## config.mk

```make
export PLATFORM = sky130hd
export DESIGN_NAME = ccr_comparator_regs
export DESIGN_NICKNAME = d
export VERILOG_FILES = /design/src/rtl/ccr_pkg.sv /design/src/rtl/ccr_comparator_regs.sv
export SDC_FILE = /design/constraint.sdc
export NUM_CORES = 1
export LEC_CHECK = 0
export BUFFER_PORTS_ARGS = -buffer_cell sky130_fd_sc_hd__buf_2
export CAP_MARGIN = 20
export CORE_MARGIN = 2
export CORE_UTILIZATION = 45
export DETAILED_ROUTE_END_ITERATION = 7
export GPL_TIMING_DRIVEN = 0
export PLACE_DENSITY = 0.85
export SKIP_CTS_REPAIR_TIMING = 1
export SLEW_MARGIN = 20
export SYNTH_ARGS = -nofsm -noshare
export SYNTH_HDL_FRONTEND = slang
export SYNTH_SLANG_ARGS = --single-unit
```

## constraint.sdc

```tcl
create_clock -name i_ref_clk -period 1.25 [get_ports i_ref_clk]
set_clock_uncertainty 0.1 [all_clocks]
set_input_delay 0.25 -clock i_ref_clk [delete_from_list [all_inputs] [get_ports i_ref_clk]]
set_output_delay 0.25 -clock i_ref_clk [all_outputs]
set_load 0.02 [all_outputs]
```

## src/rtl/ccr_pkg.sv

```systemverilog
// Package: comparator control register constants and types
package ccr_pkg;

  // ---------------------------------------------------------------
  // Register addresses
  // ---------------------------------------------------------------
  localparam logic [7:0] CCR_ADDR_CONTROL = 8'h9B;
  localparam logic [7:0] CCR_ADDR_MODE = 8'h9D;

  // ---------------------------------------------------------------
  // Control register fields
  // ---------------------------------------------------------------
  localparam int CCR_CTL_ON = 7;
  localparam int CCR_CTL_LIVE = 6;
  localparam int CCR_CTL_RISE = 5;
  localparam int CCR_CTL_FALL = 4;
  localparam int CCR_CTL_PHYS_HI = 3;
  localparam int CCR_CTL_PHYS_LO = 2;
  localparam int CCR_CTL_NHYS_HI = 1;
  localparam int CCR_CTL_NHYS_LO = 0;

  // ---------------------------------------------------------------
  // Mode register fields
  // ---------------------------------------------------------------
  localparam int CCR_MD_LATCH = 7;
  localparam int CCR_MD_RISE_IE = 5;
  localparam int CCR_MD_FALL_IE = 4;
  localparam int CCR_MD_RESP_HI = 1;
  localparam int CCR_MD_RESP_LO = 0;

  // ---------------------------------------------------------------
  // Reset values
  // ---------------------------------------------------------------
  localparam logic [1:0] CCR_HYS_RST = 2'h0;
  localparam logic [1:0] CCR_RESP_RST = 2'h2;
  localparam logic CCR_BIT_RST = 1'h0;
  localparam logic [7:0] CCR_BYTE_ZERO = 8'h00;

  // ---------------------------------------------------------------
  // Types
  // ---------------------------------------------------------------
  // Special-function register access from the core
  typedef struct packed {
    logic [7:0] addr;
    logic wr;
    logic rd;
    logic [7:0] wdata;
  } ccr_sfr_req_t;

  // Settings steering the analog comparator
  typedef struct packed {
    logic on;
    logic [1:0] pos_hys;
    logic [1:0] neg_hys;
    logic [1:0] resp_mode;
  } ccr_analog_cfg_t;

endpackage

```

## src/rtl/ccr_comparator_regs.sv

```systemverilog
// Comparator control and mode registers with edge flags and interrupt request
`timescale 1ns/1ps

module ccr_comparator_regs (
  // Clock and reset
  input wire logic i_ref_clk,
  input wire logic i_nrst,
  // Special-function register access
  input wire ccr_pkg::ccr_sfr_req_t i_sfr,
  output logic [7:0] o_sfr_rdata,
  output logic o_sfr_hit,
  // Analog comparator
  input wire logic i_cmp_raw,
  output ccr_pkg::ccr_analog_cfg_t o_analog_cfg,
  // Counter array
  input wire logic i_counter_array_ovf,
  // Results
  output logic o_routed_out,
  output logic o_irq
);
  import ccr_pkg::*;

  // ---------------------------------------------------------------
  // Address decode
  // ---------------------------------------------------------------
  function automatic logic sel(input logic [7:0] a, input logic [7:0] base);
    sel = (a == base);
  endfunction

  wire logic hit_ctl;
  wire logic hit_md;
  wire logic wr_ctl;
  wire logic wr_md;
  assign hit_ctl = sel(i_sfr.addr, CCR_ADDR_CONTROL);
  assign hit_md = sel(i_sfr.addr, CCR_ADDR_MODE);
  assign wr_ctl = i_sfr.wr && hit_ctl;
  assign wr_md = i_sfr.wr && hit_md;

  // ---------------------------------------------------------------
  // Write-data fields
  // ---------------------------------------------------------------
  // Named views of the write byte keep each register block short
  wire logic wd_on;
  wire logic wd_rise;
  wire logic wd_fall;
  wire logic [1:0] wd_pos_hys;
  wire logic [1:0] wd_neg_hys;
  wire logic wd_latch;
  wire logic wd_rise_ie;
  wire logic wd_fall_ie;
  wire logic [1:0] wd_resp;
  assign wd_on = i_sfr.wdata[CCR_CTL_ON];
  assign wd_rise = i_sfr.wdata[CCR_CTL_RISE];
  assign wd_fall = i_sfr.wdata[CCR_CTL_FALL];
  assign wd_pos_hys = i_sfr.wdata[CCR_CTL_PHYS_HI:CCR_CTL_PHYS_LO];
  assign wd_neg_hys = i_sfr.wdata[CCR_CTL_NHYS_HI:CCR_CTL_NHYS_LO];
  assign wd_latch = i_sfr.wdata[CCR_MD_LATCH];
  assign wd_rise_ie = i_sfr.wdata[CCR_MD_RISE_IE];
  assign wd_fall_ie = i_sfr.wdata[CCR_MD_FALL_IE];
  assign wd_resp = i_sfr.wdata[CCR_MD_RESP_HI:CCR_MD_RESP_LO];

  // ---------------------------------------------------------------
  // Output synchroniser and edge detect
  // ---------------------------------------------------------------
  // Raw output is asynchronous; first stage feeds only the second
  logic sync1_r;
  logic sync2_r;
  logic prev_r;
  always_ff @(posedge i_ref_clk or negedge i_nrst) begin
    if (!i_nrst) begin
      sync1_r <= CCR_BIT_RST;
    end else begin
      sync1_r <= i_cmp_raw;
    end
  end

  always_ff @(posedge i_ref_clk or negedge i_nrst) begin
    if (!i_nrst) begin
      sync2_r <= CCR_BIT_RST;
    end else begin
      sync2_r <= sync1_r;
    end
  end

  // Previous synced level; a high input at reset release reads as a rise
  always_ff @(posedge i_ref_clk or negedge i_nrst) begin
    if (!i_nrst) begin
      prev_r <= CCR_BIT_RST;
    end else begin
      prev_r <= sync2_r;
    end
  end

  // ---------------------------------------------------------------
  // Control register
  // ---------------------------------------------------------------
  logic on_r;
  logic rise_flag_r;
  logic fall_flag_r;
  logic [1:0] pos_hys_r;
  logic [1:0] neg_hys_r;
  logic rise_flag_nxt;
  logic fall_flag_nxt;
  wire logic live_result;
  wire logic rise_evt;
  wire logic fall_evt;

  // Gated by enable so an unpowered comparator never reports high
  assign live_result = sync2_r && on_r;

  // ---------------------------------------------------------------
  // Edge events
  // ---------------------------------------------------------------
  // Edges while disabled are ignored; the analog side is unpowered then
  assign rise_evt = sync2_r && !prev_r && on_r;
  assign fall_evt = !sync2_r && prev_r && on_r;

  // Set wins over a simultaneous software clear so no edge is lost
  always_comb begin
    rise_flag_nxt = rise_flag_r;
    if (wr_ctl) begin
      rise_flag_nxt = wd_rise;
    end
    if (rise_evt) begin
      rise_flag_nxt = 1'h1;
    end
  end

  always_comb begin
    fall_flag_nxt = fall_flag_r;
    if (wr_ctl) begin
      fall_flag_nxt = wd_fall;
    end
    if (fall_evt) begin
      fall_flag_nxt = 1'h1;
    end
  end

  always_ff @(posedge i_ref_clk or negedge i_nrst) begin
    if (!i_nrst) begin
      rise_flag_r <= CCR_BIT_RST;
    end else begin
      rise_flag_r <= rise_flag_nxt;
    end
  end

  always_ff @(posedge i_ref_clk or negedge i_nrst) begin
    if (!i_nrst) begin
      fall_flag_r <= CCR_BIT_RST;
    end else begin
      fall_flag_r <= fall_flag_nxt;
    end
  end

  // Disabling is a control write, which also loads both flags from its bits 5 and 4
  always_ff @(posedge i_ref_clk or negedge i_nrst) begin
    if (!i_nrst) begin
      on_r <= CCR_BIT_RST;
    end else if (wr_ctl) begin
      on_r <= wd_on;
    end
  end

  always_ff @(posedge i_ref_clk or negedge i_nrst) begin
    if (!i_nrst) begin
      pos_hys_r <= CCR_HYS_RST;
    end else if (wr_ctl) begin
      pos_hys_r <= wd_pos_hys;
    end
  end

  always_ff @(posedge i_ref_clk or negedge i_nrst) begin
    if (!i_nrst) begin
      neg_hys_r <= CCR_HYS_RST;
    end else if (wr_ctl) begin
      neg_hys_r <= wd_neg_hys;
    end
  end

  // ---------------------------------------------------------------
  // Mode register
  // ---------------------------------------------------------------
  logic latch_r;
  logic rise_ie_r;
  logic fall_ie_r;
  logic [1:0] resp_r;
  logic latch_nxt;

  // Overflow capture beats a software write in the same cycle
  always_comb begin
    latch_nxt = latch_r;
    if (wr_md) begin
      latch_nxt = wd_latch;
    end
    if (i_counter_array_ovf) begin
      latch_nxt = live_result;
    end
  end

  always_ff @(posedge i_ref_clk or negedge i_nrst) begin
    if (!i_nrst) begin
      latch_r <= CCR_BIT_RST;
    end else begin
      latch_r <= latch_nxt;
    end
  end

  always_ff @(posedge i_ref_clk or negedge i_nrst) begin
    if (!i_nrst) begin
      rise_ie_r <= CCR_BIT_RST;
    end else if (wr_md) begin
      rise_ie_r <= wd_rise_ie;
    end
  end

  always_ff @(posedge i_ref_clk or negedge i_nrst) begin
    if (!i_nrst) begin
      fall_ie_r <= CCR_BIT_RST;
    end else if (wr_md) begin
      fall_ie_r <= wd_fall_ie;
    end
  end

  // Reserved bits have no storage, so they can only read zero
  always_ff @(posedge i_ref_clk or negedge i_nrst) begin
    if (!i_nrst) begin
      resp_r <= CCR_RESP_RST;
    end else if (wr_md) begin
      resp_r <= wd_resp;
    end
  end

  // ---------------------------------------------------------------
  // Readback
  // ---------------------------------------------------------------
  logic [7:0] ctl_view;
  logic [7:0] md_view;
  always_comb begin
    ctl_view = CCR_BYTE_ZERO;
    ctl_view[CCR_CTL_ON] = on_r;
    ctl_view[CCR_CTL_LIVE] = live_result;
    ctl_view[CCR_CTL_RISE] = rise_flag_r;
    ctl_view[CCR_CTL_FALL] = fall_flag_r;
    ctl_view[CCR_CTL_PHYS_HI:CCR_CTL_PHYS_LO] = pos_hys_r;
    ctl_view[CCR_CTL_NHYS_HI:CCR_CTL_NHYS_LO] = neg_hys_r;
    md_view = CCR_BYTE_ZERO;
    md_view[CCR_MD_LATCH] = latch_r;
    md_view[CCR_MD_RISE_IE] = rise_ie_r;
    md_view[CCR_MD_FALL_IE] = fall_ie_r;
    md_view[CCR_MD_RESP_HI:CCR_MD_RESP_LO] = resp_r;
  end

  wire logic [7:0] rdata_sel;
  assign rdata_sel = hit_ctl ? ctl_view : (hit_md ? md_view : CCR_BYTE_ZERO);

  // Registered read data: valid the cycle after the read strobe
  always_ff @(posedge i_ref_clk or negedge i_nrst) begin
    if (!i_nrst) begin
      o_sfr_rdata <= CCR_BYTE_ZERO;
    end else if (i_sfr.rd) begin
      o_sfr_rdata <= rdata_sel;
    end
  end

  // ---------------------------------------------------------------
  // Interrupt request
  // ---------------------------------------------------------------
  // Level request: drops only when software clears a flag or its enable
  wire logic rise_req;
  wire logic fall_req;
  assign rise_req = rise_flag_r && rise_ie_r;
  assign fall_req = fall_flag_r && fall_ie_r;

  // ---------------------------------------------------------------
  // Outputs
  // ---------------------------------------------------------------
  assign o_sfr_hit = hit_ctl || hit_md;
  assign o_routed_out = live_result;
  assign o_irq = rise_req || fall_req;
  assign o_analog_cfg.on = on_r;
  assign o_analog_cfg.pos_hys = pos_hys_r;
  assign o_analog_cfg.neg_hys = neg_hys_r;
  assign o_analog_cfg.resp_mode = resp_r;

endmodule // ccr_comparator_regs

```

# Yosys cells after proc, flatten, opt, wreduce, memory -nomap -nowiden
# Index checks and enable logic that the tools add are counted.
dict set report totals {
  ff_bits 23
  inputBits 22
  output_inout_bits 18
  elab_cells 39
}
dict set report op_classes {
  eq_ne 2
  mux 8
  n_reduce_logical 16
}
# cell count
set op_table {}
lappend op_table {{== test 8 bit, second input constant} 2}
lappend op_table {{two-way mux 8 bit} 2}
lappend op_table {{logical AND 1 bit} 9}
lappend op_table {{two-way mux 1 bit} 6}
lappend op_table {{nonzero test 2 bit} 3}
lappend op_table {{logical NOT 1 bit} 2}
lappend op_table {{logical OR 1 bit} 2}

# Logic depth before layout (Yosys ltp)
# Gate-level depths: netlist of the first run.
dict set report logic_depth {
  word_depth 4
  ltp_mapped 4
  ltp_nobuf 3
}

# Worst setup path before layout of the first run
# No wires, ideal clock.
dict set report synth_path {
  kind {input -> register}
  start {input i_sfr[16] (netlist name)}
  end {register neg_hys_r[0]}
  setup_ns 0.125
  arrival_time_ns 1.333
  required_ns 1.025
  path_slack_ns -0.308
  cell_stages 4
  n_path_buf 1
  path_cell_list {nand2b_1 -> buf_6 -> nor4_4 -> mux2_2}
}
dict set report synth_between {
  elab_chain_cells 2
}
# item line
set synth_rtl {}
lappend synth_rtl {{from (decl)} ccr_comparator_regs.sv:9} ;# input wire ccr_pkg::ccr_sfr_req_t i_sfr,
lappend synth_rtl {{== test 8 bit} ccr_comparator_regs.sv:27} ;# sel = (a == base);
lappend synth_rtl {{logical AND 1 bit} ccr_comparator_regs.sv:36} ;# assign wr_ctl = i_sfr.wr && hit_ctl;
lappend synth_rtl {{to (signal assigned)} ccr_comparator_regs.sv:176} ;# neg_hys_r <= wd_neg_hys;
lappend synth_rtl {{to (decl)} ccr_comparator_regs.sv:101} ;# logic [1:0] neg_hys_r;
# Every way passes these cells.
# A chain may end at the register's enable or synchronous reset.

# Worst setup path in the final report of the first run
dict set report layout_path {
  start {register fall_ie_r}
  end {output o_irq}
}
dict set report layout_between {
  elab_chain_cells 2
}
# item line
set layout_rtl {}
lappend layout_rtl {{from (decl)} ccr_comparator_regs.sv:185} ;# logic fall_ie_r;
lappend layout_rtl {{from (signal assigned)} ccr_comparator_regs.sv:220} ;# fall_ie_r <= wd_fall_ie;
lappend layout_rtl {{logical AND 1 bit} ccr_comparator_regs.sv:272} ;# assign fall_req = fall_flag_r && fall_ie_r;
lappend layout_rtl {{logical OR 1 bit} ccr_comparator_regs.sv:279} ;# assign o_irq = rise_req || fall_req;
lappend layout_rtl {{to (decl)} ccr_comparator_regs.sv:19} ;# output logic o_irq
# Every way passes these cells.

==> summary.md, run 1 <==
| Metric | Value |
|---|---|
| Status | complete, but fails checks |
| Failing checks | setup timing |
| 1st-iter DRT viols | 15 |
| Worst path top cell family by delay | flip-flops |
| Mapped Nets | about 100 |
| GPL Wtd Cong | approximately 0.73 |
| Reg2Reg Capture Point | rise_flag_r$_DFFE_PN0P_ |
| PD cells | around 860 mW/mm² |
| Setup crit start | fall_ie_r$_DFFE_PN0P_ |
| Hold WC Path Type | in2reg |
| Critical path endpoint | o_irq |
| Antenna diodes | 0 |
| Ys Warns | 0 |
| Final WS setup | -0.208 ns |
| Die Area | about 0.0027 mm² |
| Critical Path End Type | output pin |
| Slowest cell on crit path | dfrtp_1 |
| #FFs+latches synth | 23 |
| Die extent in y | roughly 52 µm |
| Num Clock Sinks | 23 |
| First-pass GRT wire length | 3.47 mm |
| Worst-margin pin slew | slightly above 0.5 ns |
| Initial antenna violation count | 0 |
| Critical Path Max Stage Delay | about 0.42 ns |
| Worst endpoint data arrival time | around 1.1 ns |
| H-tree levels | 1 |
| CP Class | reg2out |
| Final Instance Count excl. Fillers | approximately 160 |
| I/O Buffers | 38 |
| DRC viols | 0 |
| Largest net degree at the start of global routing | 24 |
| Max frequency | 686 MHz |
| Fin crit share | 117% |
| Post-synthesis sequential area ratio | a little under three fifths |
| Fin nets | 157 |
| Number of global-route vias before repair | around 800 |
| Setup crit start kind | flip-flop |
| Leak Pwr | 0.807 nW |
| Avg WL per Cell | ~15 µm |
| R2r setup slk | -0.05 ns |
| RSZ-0062 raised after global routing | true |
| Synth cell types | 23 |
| # rows | 17 |
| FF-to-FF path depth | 5 |
| Critical Path RT | around 0.9 ns |
| Average size of a mapped cell | roughly 14 µm² |
| Maxcap violations | 0 |
| All-Layer GR Usage | between 15 and 20% |
| Final setup viols | 14 |
| Crit path depth | 2 |
| Drt pass-1 iters | 4 |
| Via density per instance | 5.32 |
| Hpwl dp | 1.59 mm |
| WP buf/inv | 1 |
| Worst skew pair latency | approximately 0.31 ns |
| Area delta synth->final | 50.2% |
| Final WL | about 2.5 mm |
| Overflow after GRT | 0 |
| Post-layout minimum cycle time | between 1 and 1.5 ns |
| Starting density of the core | 47.4% |
| Slew Viols, Final | 0 |
| Setup TNS | -0.910 ns |
| DRT antenna net count | 0 |
| Via count | roughly 860 |
| Final Util | about 70% |
| Max VDD drop | 0.976 mV |
| CTS root buffer | clkbuf_4 |
| CP Max Fanout | 3 |
| Reg clk slew, reported paths | 0.12 ns |
| CTS buffer count | 3 |
| Worst r2r src | on_r$_DFFE_PN0P_ |
| Chip width | 52.0 µm |
| CTS tree | yes |
| Cells after Synth | between 70 and 80 |
| Clock Path Buffers | 2 |
| Post-synthesis instance area | 0.00104 mm² |
| Cell Chain, Critical Path | a22o_1, buf_6 |
| Ratio of cells with drive above 1 in the final layout | between 50 and 60% |
| Core Box Area | ~0.0022 mm² |
| Relative slew slack | between 60 and 70% |
| Placed cells | 142 |
| Final Hold Fails | 0 |
| IO Pins | 40 |
[per-stage QoR]
stage	setup slack, ns	power [W]	instance area [µm²]	hold WS [ns]
after global routing	-0.254	0.00140	1560	0.0477
after floorplan	-0.308	0.000881	1050	-0.146
final	-0.208	0.00134	1560	0.0386
after detailed placement	-0.581	0.000964	1270	0.144
after global placement	-0.588	0.000957	1270	0.135
after CTS	-0.244	0.00129	1300	-0.203
[sequential cells by signal (all words and copies together) (netlist names), 2 cells and up]
name,count
neg_hys_r,2
o_sfr_rdata,8
pos_hys_r,2
resp_r,2
[per-layer routing]
layer	vias to the layer above	wire length [µm]	global-route usage, %	part of all wire [%]
li1	394	-	-	-
met1	438	1020	20.9	41
met2	28	1340	30.6	54
met3	2	124	2.59	5.0
met4	0	5	9.65	0.20
met5	-	0	0	0
[area by class of cell]
| cell class | count | area [µm²] |
|---|---|---|
| timing repair buffer | 55 | 422 |
| fill | 167 | 631 |
| sequential | 23 | 577 |
| multi-input combinational | 46 | 470 |
| tap | 28 | 35.0 |
| buffer | 1 | 11.3 |
| inverter | 5 | 18.8 |
| clock buffer | 4 | 26.3 |
[cells in the mapped netlist]
library cell / n / share of area, %
a221o_1: 5 / 4.8
a22o_1: 4 / 3.4
a22oi_1: 1 / 0.72
and3b_1: 2 / 1.7
buf_4: 1 / 0.72
buf_6: 1 / 1.1
dfrtp_1: 22 / 53
dfstp_2: 1 / 2.5
inv_1: 5 / 1.8
mux2_2: 9 / 9.8
mux2i_1: 2 / 1.9
nand2_1: 1 / 0.36
nand2b_1: 1 / 0.60
nand3b_1: 2 / 1.4
nand4b_4: 1 / 2.3
nor2_1: 4 / 1.4
nor2b_1: 5 / 3.0
nor3_1: 3 / 1.4
nor4_4: 2 / 4.1
o31ai_1: 1 / 0.72
o41a_2: 1 / 1.2
or2b_4: 1 / 1.1
xnor2_1: 1 / 0.84
[cell families (layout without fill, tap and decap cells)]
logic type                count (synthesis)  in the layout  synth area share, %
muxes                                    11             11                 11.7
buffers and inverters                     7             65                 3.61
and+or+nand+nor                          22             22                 17.5
AOI/OAI and AO/OA                        12             12                 10.8
xor gates and xnor gates                  1              1                0.844
DFF                                      23             23                 55.5
[worst min path at each step]
stage	endpoint	depth (start not counted)	start
global placement	sync1_r$_DFF_PN0_	1	i_nrst
CTS	sync1_r$_DFF_PN0_	1	i_nrst
finish	latch_r$_DFFE_PN0P_	2	i_counter_array_ovf
floorplan	fall_flag_r$_DFFE_PN0P_	0	i_nrst
global route	latch_r$_DFFE_PN0P_	2	i_counter_array_ovf
detailed placement	sync2_r$_DFF_PN0_	1	i_nrst
[power breakdown]
| part | switching (W) | internal [W] | total (W) |
|---|---|---|---|
| logic | 0.0000997 | 0.000115 | 0.000215 |
| registers | 0.0000226 | 0.000770 | 0.000792 |
| clock network | 0.000212 | 0.000125 | 0.000337 |
[placed cells by master, fill, tap and decap left out, drive strengths merged, types with 2 or more instances in the layout]
cell type and count:
and3b 2, inv 5, nor4 2, dlygate4sd3 2, a22o 4, nor2b 5, mux2 9, mux2i 2
buf 54, a221o 5, nor2 4, nand3b 2, clkbuf 4, nor3 3, dfrtp 22
No activity file was read; power rests on OpenSTA's default activity.
==> run 2: changes to the inputs <==
Settings changed: PLACE_DENSITY 0.85 to 0.71.
==> run 2 against run 1 <==
Compared with the run above: largest cell class unchanged; clock-buffer cell count unchanged; the run still ends with setup timing left; combinational power fell by 4%; utilization grew 0.23 points; clock power fell by 2%; sequential share of layout area is essentially flat; sequential power is essentially flat; register-to-register slack gained 0.18 ns; design area is 0.32% higher; power decreased by 1.2%; global-route usage down 1.4 points; cell count is 1.2% lower; flip-flop and latch count unchanged.
==> summary.md, run 2 (synthesis results as in run 1) <==
| Metric | Value |
|---|---|
| Status | complete, but fails checks |
| Failing checks | setup timing |
| Chip width | about 52 µm |
| Post-route cell area | between 0.0015 and 0.002 mm² |
| Final Hold Fails | 0 |
| H-tree levels | 1 |
| Final setup viols | 11 |
| CP Max Fanout | 3 |
| All-Layer GR Usage | 16.3% |
| Avg WL per Cell | 14.3 µm |
| Met2 Wirelength | 1.18 mm |
| Relative slew slack | 66.1% |
| Max FFs per register | 8 |
| Cell Area, Placed | ~0.0013 mm² |
| Setup crit start kind | flip-flop |
| GPL Wtd Cong | 0.732 |
| Fin nets | ~160 |
| Via density per instance | 5.22 |
| DRT antenna net count | 0 |
| Worst endpoint data arrival time | between 1 and 1.5 ns |
| # rows | 17 |
| DRC viols | 0 |
| Reg2Reg Capture Point | o_sfr_rdata[6]$_DFFE_PN0P_ |
| CTS tree | yes |
| Via count | roughly 840 |
| Overflow after GRT | 0 |
| Setup crit start | fall_ie_r$_DFFE_PN0P_ |
| Reg clk slew, reported paths | between 0.1 and 0.15 ns |
| Slowest cell on crit path | dfrtp_1 |
| Area delta synth->final | 50.7% |
| Critical Path Max Stage Delay | between 0.4 and 0.5 ns |
| Max layer used | met4 |
| IO Pins | 40 |
| Worst skew pair latency | 0.30 ns |
| Post-layout minimum cycle time | around 1.4 ns |
| Worst r2r src | on_r$_DFFE_PN0P_ |
| DRT met1 WL | slightly below 1 mm |
| Max frequency | a little under 700 MHz |
| Antenna diodes | 0 |
| Drt pass-1 iters | 4 |
| Num Clock Sinks | 23 |
| Worst-margin pin slew | around 0.5 ns |
| CP Class | reg2out |
| Hold WC Path Type | in2reg |
| CTS buffer count | 3 |
| Clock Path Buffers | 2 |
| 1st-iter DRT viols | 12 |
| Max VDD drop | slightly below 0.8 mV |
| Critical Path RT | approximately 0.90 ns |
| Slew Viols, Final | 0 |
| R2r setup slk | between 0.1 and 0.15 ns |
| Number of global-route vias before repair | roughly 700 |
| Final WS setup | -0.198 ns |
| First-pass GRT wire length | approximately 3.2 mm |
| FF-to-FF path depth | 4 |
| Cell Chain, Critical Path | a22o_1, buf_6 |
| Ratio of cells with drive above 1 in the final layout | approximately three fifths |
| Most frequent cells in the layout | dfrtp_1, buf_2, buf_6 |
| Hold Path Depth | 2 |
| RSZ-0062 raised after global routing | true |
| Maxcap violations | 0 |
| Largest net degree at the start of global routing | 24 |
| Met3 wire length | 121 µm |
| Final hold slack | ~0.056 ns |
| Leak Pwr | around 0.8 nW |
| CTS root buffer | clkbuf_4 |
| Starting density of the core | between 40 and 50% |
| Hpwl dp | approximately 1.5 mm |
| Die Area | roughly 0.0027 mm² |
| Core Box Area | around 0.0022 mm² |
| Fin crit share | 116% |
| Largest register by flop count | o_sfr_rdata |
| Final WL | approximately 2.3 mm |
| Fillers | 150 |
| Critical path endpoint | o_irq |
| Critical Path End Type | output pin |
| Initial antenna violation count | 0 |
| Die extent in y | approximately 52 µm |
| I/O Buffers | 38 |
| PD cells | between 800 and 900 mW/mm² |
[run 2: worst min-delay path by stage]
stage | start | end
floorplan | i_nrst | fall_flag_r$_DFFE_PN0P_
global placement | i_nrst | pos_hys_r[1]$_DFFE_PN0P_
detailed placement | i_nrst | sync1_r$_DFF_PN0_
CTS | i_nrst | o_sfr_rdata[7]$_DFFE_PN0P_
global route | i_counter_array_ovf | latch_r$_DFFE_PN0P_
finish | i_counter_array_ovf | latch_r$_DFFE_PN0P_
[run 2: routing by layer]
layer | global-route usage (%) | up-vias
met5 | 0 | -
met3 | 2.87 | 2
met4 | 7.89 | 0
met2 | 25.5 | 21
met1 | 21.8 | 420
li1 | - | 392
[run 2: where the power goes]
group          internal, W  switching (W)  total [W]
Clock             0.000124       0.000205   0.000329
Combinational     0.000112      0.0000958   0.000207
Sequential        0.000770      0.0000216   0.000792
Total              0.00101       0.000322    0.00133
[run 2: final cells by class]
cell class	instances	area [µm²]	area share, %
Timing Repair Buffer	53	422	26.9
Multi-Input combinational cell	46	474	30.3
Clock buffer	4	26.3	1.68
Inverter	5	18.8	1.20
Buffer	1	11.3	0.719
Sequential cell	23	578	36.9
Tap cell	28	35.0	2.24
[run 2: per-stage QoR]
step | setup slack (ns) | power [W] | instances | setup TNS [ns] | utilization [%]
after floorplan | -0.308 | 0.000881 | 76 | -2.69 | -
after global placement | -0.586 | 0.000957 | 142 | -8.23 | 58.2
after detailed placement | -0.585 | 0.000962 | 142 | -8.33 | 58.2
after CTS | -0.248 | 0.00129 | 146 | -3.04 | 59.4
after global routing | -0.259 | 0.00141 | 160 | -1.20 | 71.4
final | -0.198 | 0.00133 | 160 | -0.786 | 71.4
[run 2: worst max-delay path, delay by kind of cell (launching register included)]
family	cells	cell delay [ns]
AOI/OAI and AO/OA	1	0.25
buffers and inverters	1	0.13
DFF	1	0.41
==> run 3: changes to the inputs <==
Settings changed: SLEW_MARGIN 20 to 10.
Clock period 1.25 ns to 1.4 ns, I/O delays scaled along.
==> run 3 against run 2 <==
Compared with the run above: via count shrank 3.5%; highest routed layer unchanged; global-route usage grew 0.52 points; clock-buffer cell count shrank 1; setup slack gained 0.12 ns; register-to-register slack gained 0.16 ns; power shrank 12%; cell count shrank 1.9%; critical endpoint unchanged; clock power shrank 8.8%; the run still ends with setup timing left.
==> summary.md, run 3 (synthesis results as in run 1) <==
| Metric | Value |
|---|---|
| Leak Pwr | around 0.75 nW |
| All-Layer GR Usage | between 10% and 20% |
| Clock Path Buffers | 2 |
| Die Area | between 0.002 and 0.003 mm² |
| CP Max Fanout | 3 |
| Relative slew slack | between 50% and 60% |
| Hold WC Path Type | in2reg |
| I/O Buffers | 38 |
| Worst skew pair latency | about 0.3 ns |
| Multi-input logic area | 443 µm² |
| Slew Viols, Final | 0 |
| GPL Wtd Cong | 0.717 |
| Fin crit share | 105% |
| Fillers | roughly 170 |
| Max frequency | a little under 700 MHz |
| Max VDD drop | a little under 0.7 mV |
| Chip width | 52.0 µm |
| Core Box Area | approximately 0.0022 mm² |
| Final hold slack | ~0.064 ns |
| Worst-margin pin slew | about 0.63 ns |
| RSZ-0062 raised after global routing | true |
| Final Instance Count excl. Fillers | 157 |
| Most frequent cells in the layout | buf_2, dfrtp_1, buf_4 |
| H-tree levels | 1 |
| Commonest non-fill, non-tap cell in the layout | buf_2 |
| Cell Area, Placed | 0.00127 mm² |
| Largest register by flop count | o_sfr_rdata |
| Number of global-route vias before repair | around 730 |
| Reg clk slew, reported paths | ~0.12 ns |
| CTS tree | yes |
| Failing checks | setup timing |
| Via count | 806 |
| Final setup viols | 2 |
| Status | complete, but fails checks |
| Avg WL per Cell | 13.7 µm |
| CP Class | reg2out |
| Initial antenna violation count | 0 |
| Final Hold Fails | 0 |
| Post-route cell area | 0.00143 mm² |
| Hpwl dp | between 1.5 and 2 mm |
| Starting density of the core | roughly 47% |
| Critical Path End Type | output pin |
| Final WL | ~2.2 mm |
| DRC viols | 0 |
| Max FFs per register | 8 |
| Fin nets | about 150 |
| Critical Path RT | between 1 and 1.5 ns |
| First-pass GRT wire length | approximately 3.3 mm |
| 1st-iter DRT viols | 6 |
| Post-layout minimum cycle time | 1.47 ns |
| Seq. cell area | about 580 µm² |
| Ratio of cells with drive above 1 in the final layout | 56.6% |
| Antenna diodes | 0 |
| Die extent in y | 52.0 µm |
| PD cells | approximately 820 mW/mm² |
| IO Pins | 40 |
| CTS buffer count | 3 |
| Via density per instance | between 5 and 6 |
| CTS root buffer | clkbuf_4 |
| Pre-CTS setup slack | -0.495 ns |
| # rows | 17 |
| Placed cells | between 100 and 150 |
| Drt pass-1 iters | 4 |
| Largest net degree at the start of global routing | 24 |
| DRT antenna net count | 0 |
| Setup crit start kind | flip-flop |
| Overall power | 0.00117 W |
| Maxcap violations | 0 |
| Final WS setup | -0.0746 ns |
| Overflow after GRT | 0 |
| Area delta synth->final | 37.5% |
| Num Clock Sinks | 23 |
| Worst endpoint data arrival time | around 1.1 ns |
## run 3: changes by cell type in the layout (fill, tap and decap cells not counted), moves of 2 or more
| cell | before | now |
|---|---|---|
| buf_6 | 18 | 6 |
| buf_2 | 21 | 34 |
| mux2_2 | 4 | 8 |
| mux2_4 | 5 | 1 |
| buf_4 | 12 | 9 |
| nor3_1 | 0 | 2 |
## run 3: worst paths after layout
check,slack (ns),start,end,cells after the start
max in group asynchronous,0.48,i_nrst,on_r$_DFFE_PN0P_,2
worst max register to register,0.29,on_r$_DFFE_PN0P_,o_sfr_rdata[7]$_DFFE_PN0P_,2
worst min register to register,0.27,sync1_r$_DFF_PN0_,sync2_r$_DFF_PN0_,0
worst max-delay path,-0.07,fall_flag_r$_DFFE_PN0P_,o_irq,2
min in group asynchronous,0.35,i_nrst,fall_ie_r$_DFFE_PN0P_,2
worst min-delay path,0.06,i_counter_array_ovf,latch_r$_DFFE_PN0P_,2
## run 3: where the power goes
part / switching, W / total [W] / leakage [nW] / internal (W)
combinational: 0.0000819 / 0.000166 / 0.438 / 0.0000841
clock: 0.000193 / 0.000300 / 0.0177 / 0.000107
sequential: 0.0000176 / 0.000705 / 0.296 / 0.000687
## run 3: final cells by class
| class | instances | area share [%] |
|---|---|---|
| clock inverters | 1 | 0.351 |
| inverters | 5 | 1.31 |
| repair buffers | 49 | 21.2 |
| plain buffers | 2 | 1.58 |
| multi-input cells | 46 | 31.0 |
| clock buffers | 3 | 1.58 |
| well taps | 28 | 2.45 |
| flip-flops and latches | 23 | 40.5 |
## run 3: metal layers
layer	track usage, %	vias up	routed length, µm
met5	0	-	0
met4	7.89	0	15
met3	3.16	2	114
met2	26.6	18	1090
met1	22.3	399	928
li1	-	387	-
## run 3: critical path: stages (launching register included)
cell,delay [ns]
dfrtp_1,0.42
a22o_1,0.24
buf_6,0.13
## run 3: metrics by stage
stage | TNS (ns) | util, %
floorplan | -1.32 | -
global placement | -5.84 | 58.2
detailed placement | -6.13 | 58.2
CTS | -1.29 | 59.5
global route | -0.251 | 65.2
finish | -0.0923 | 65.2
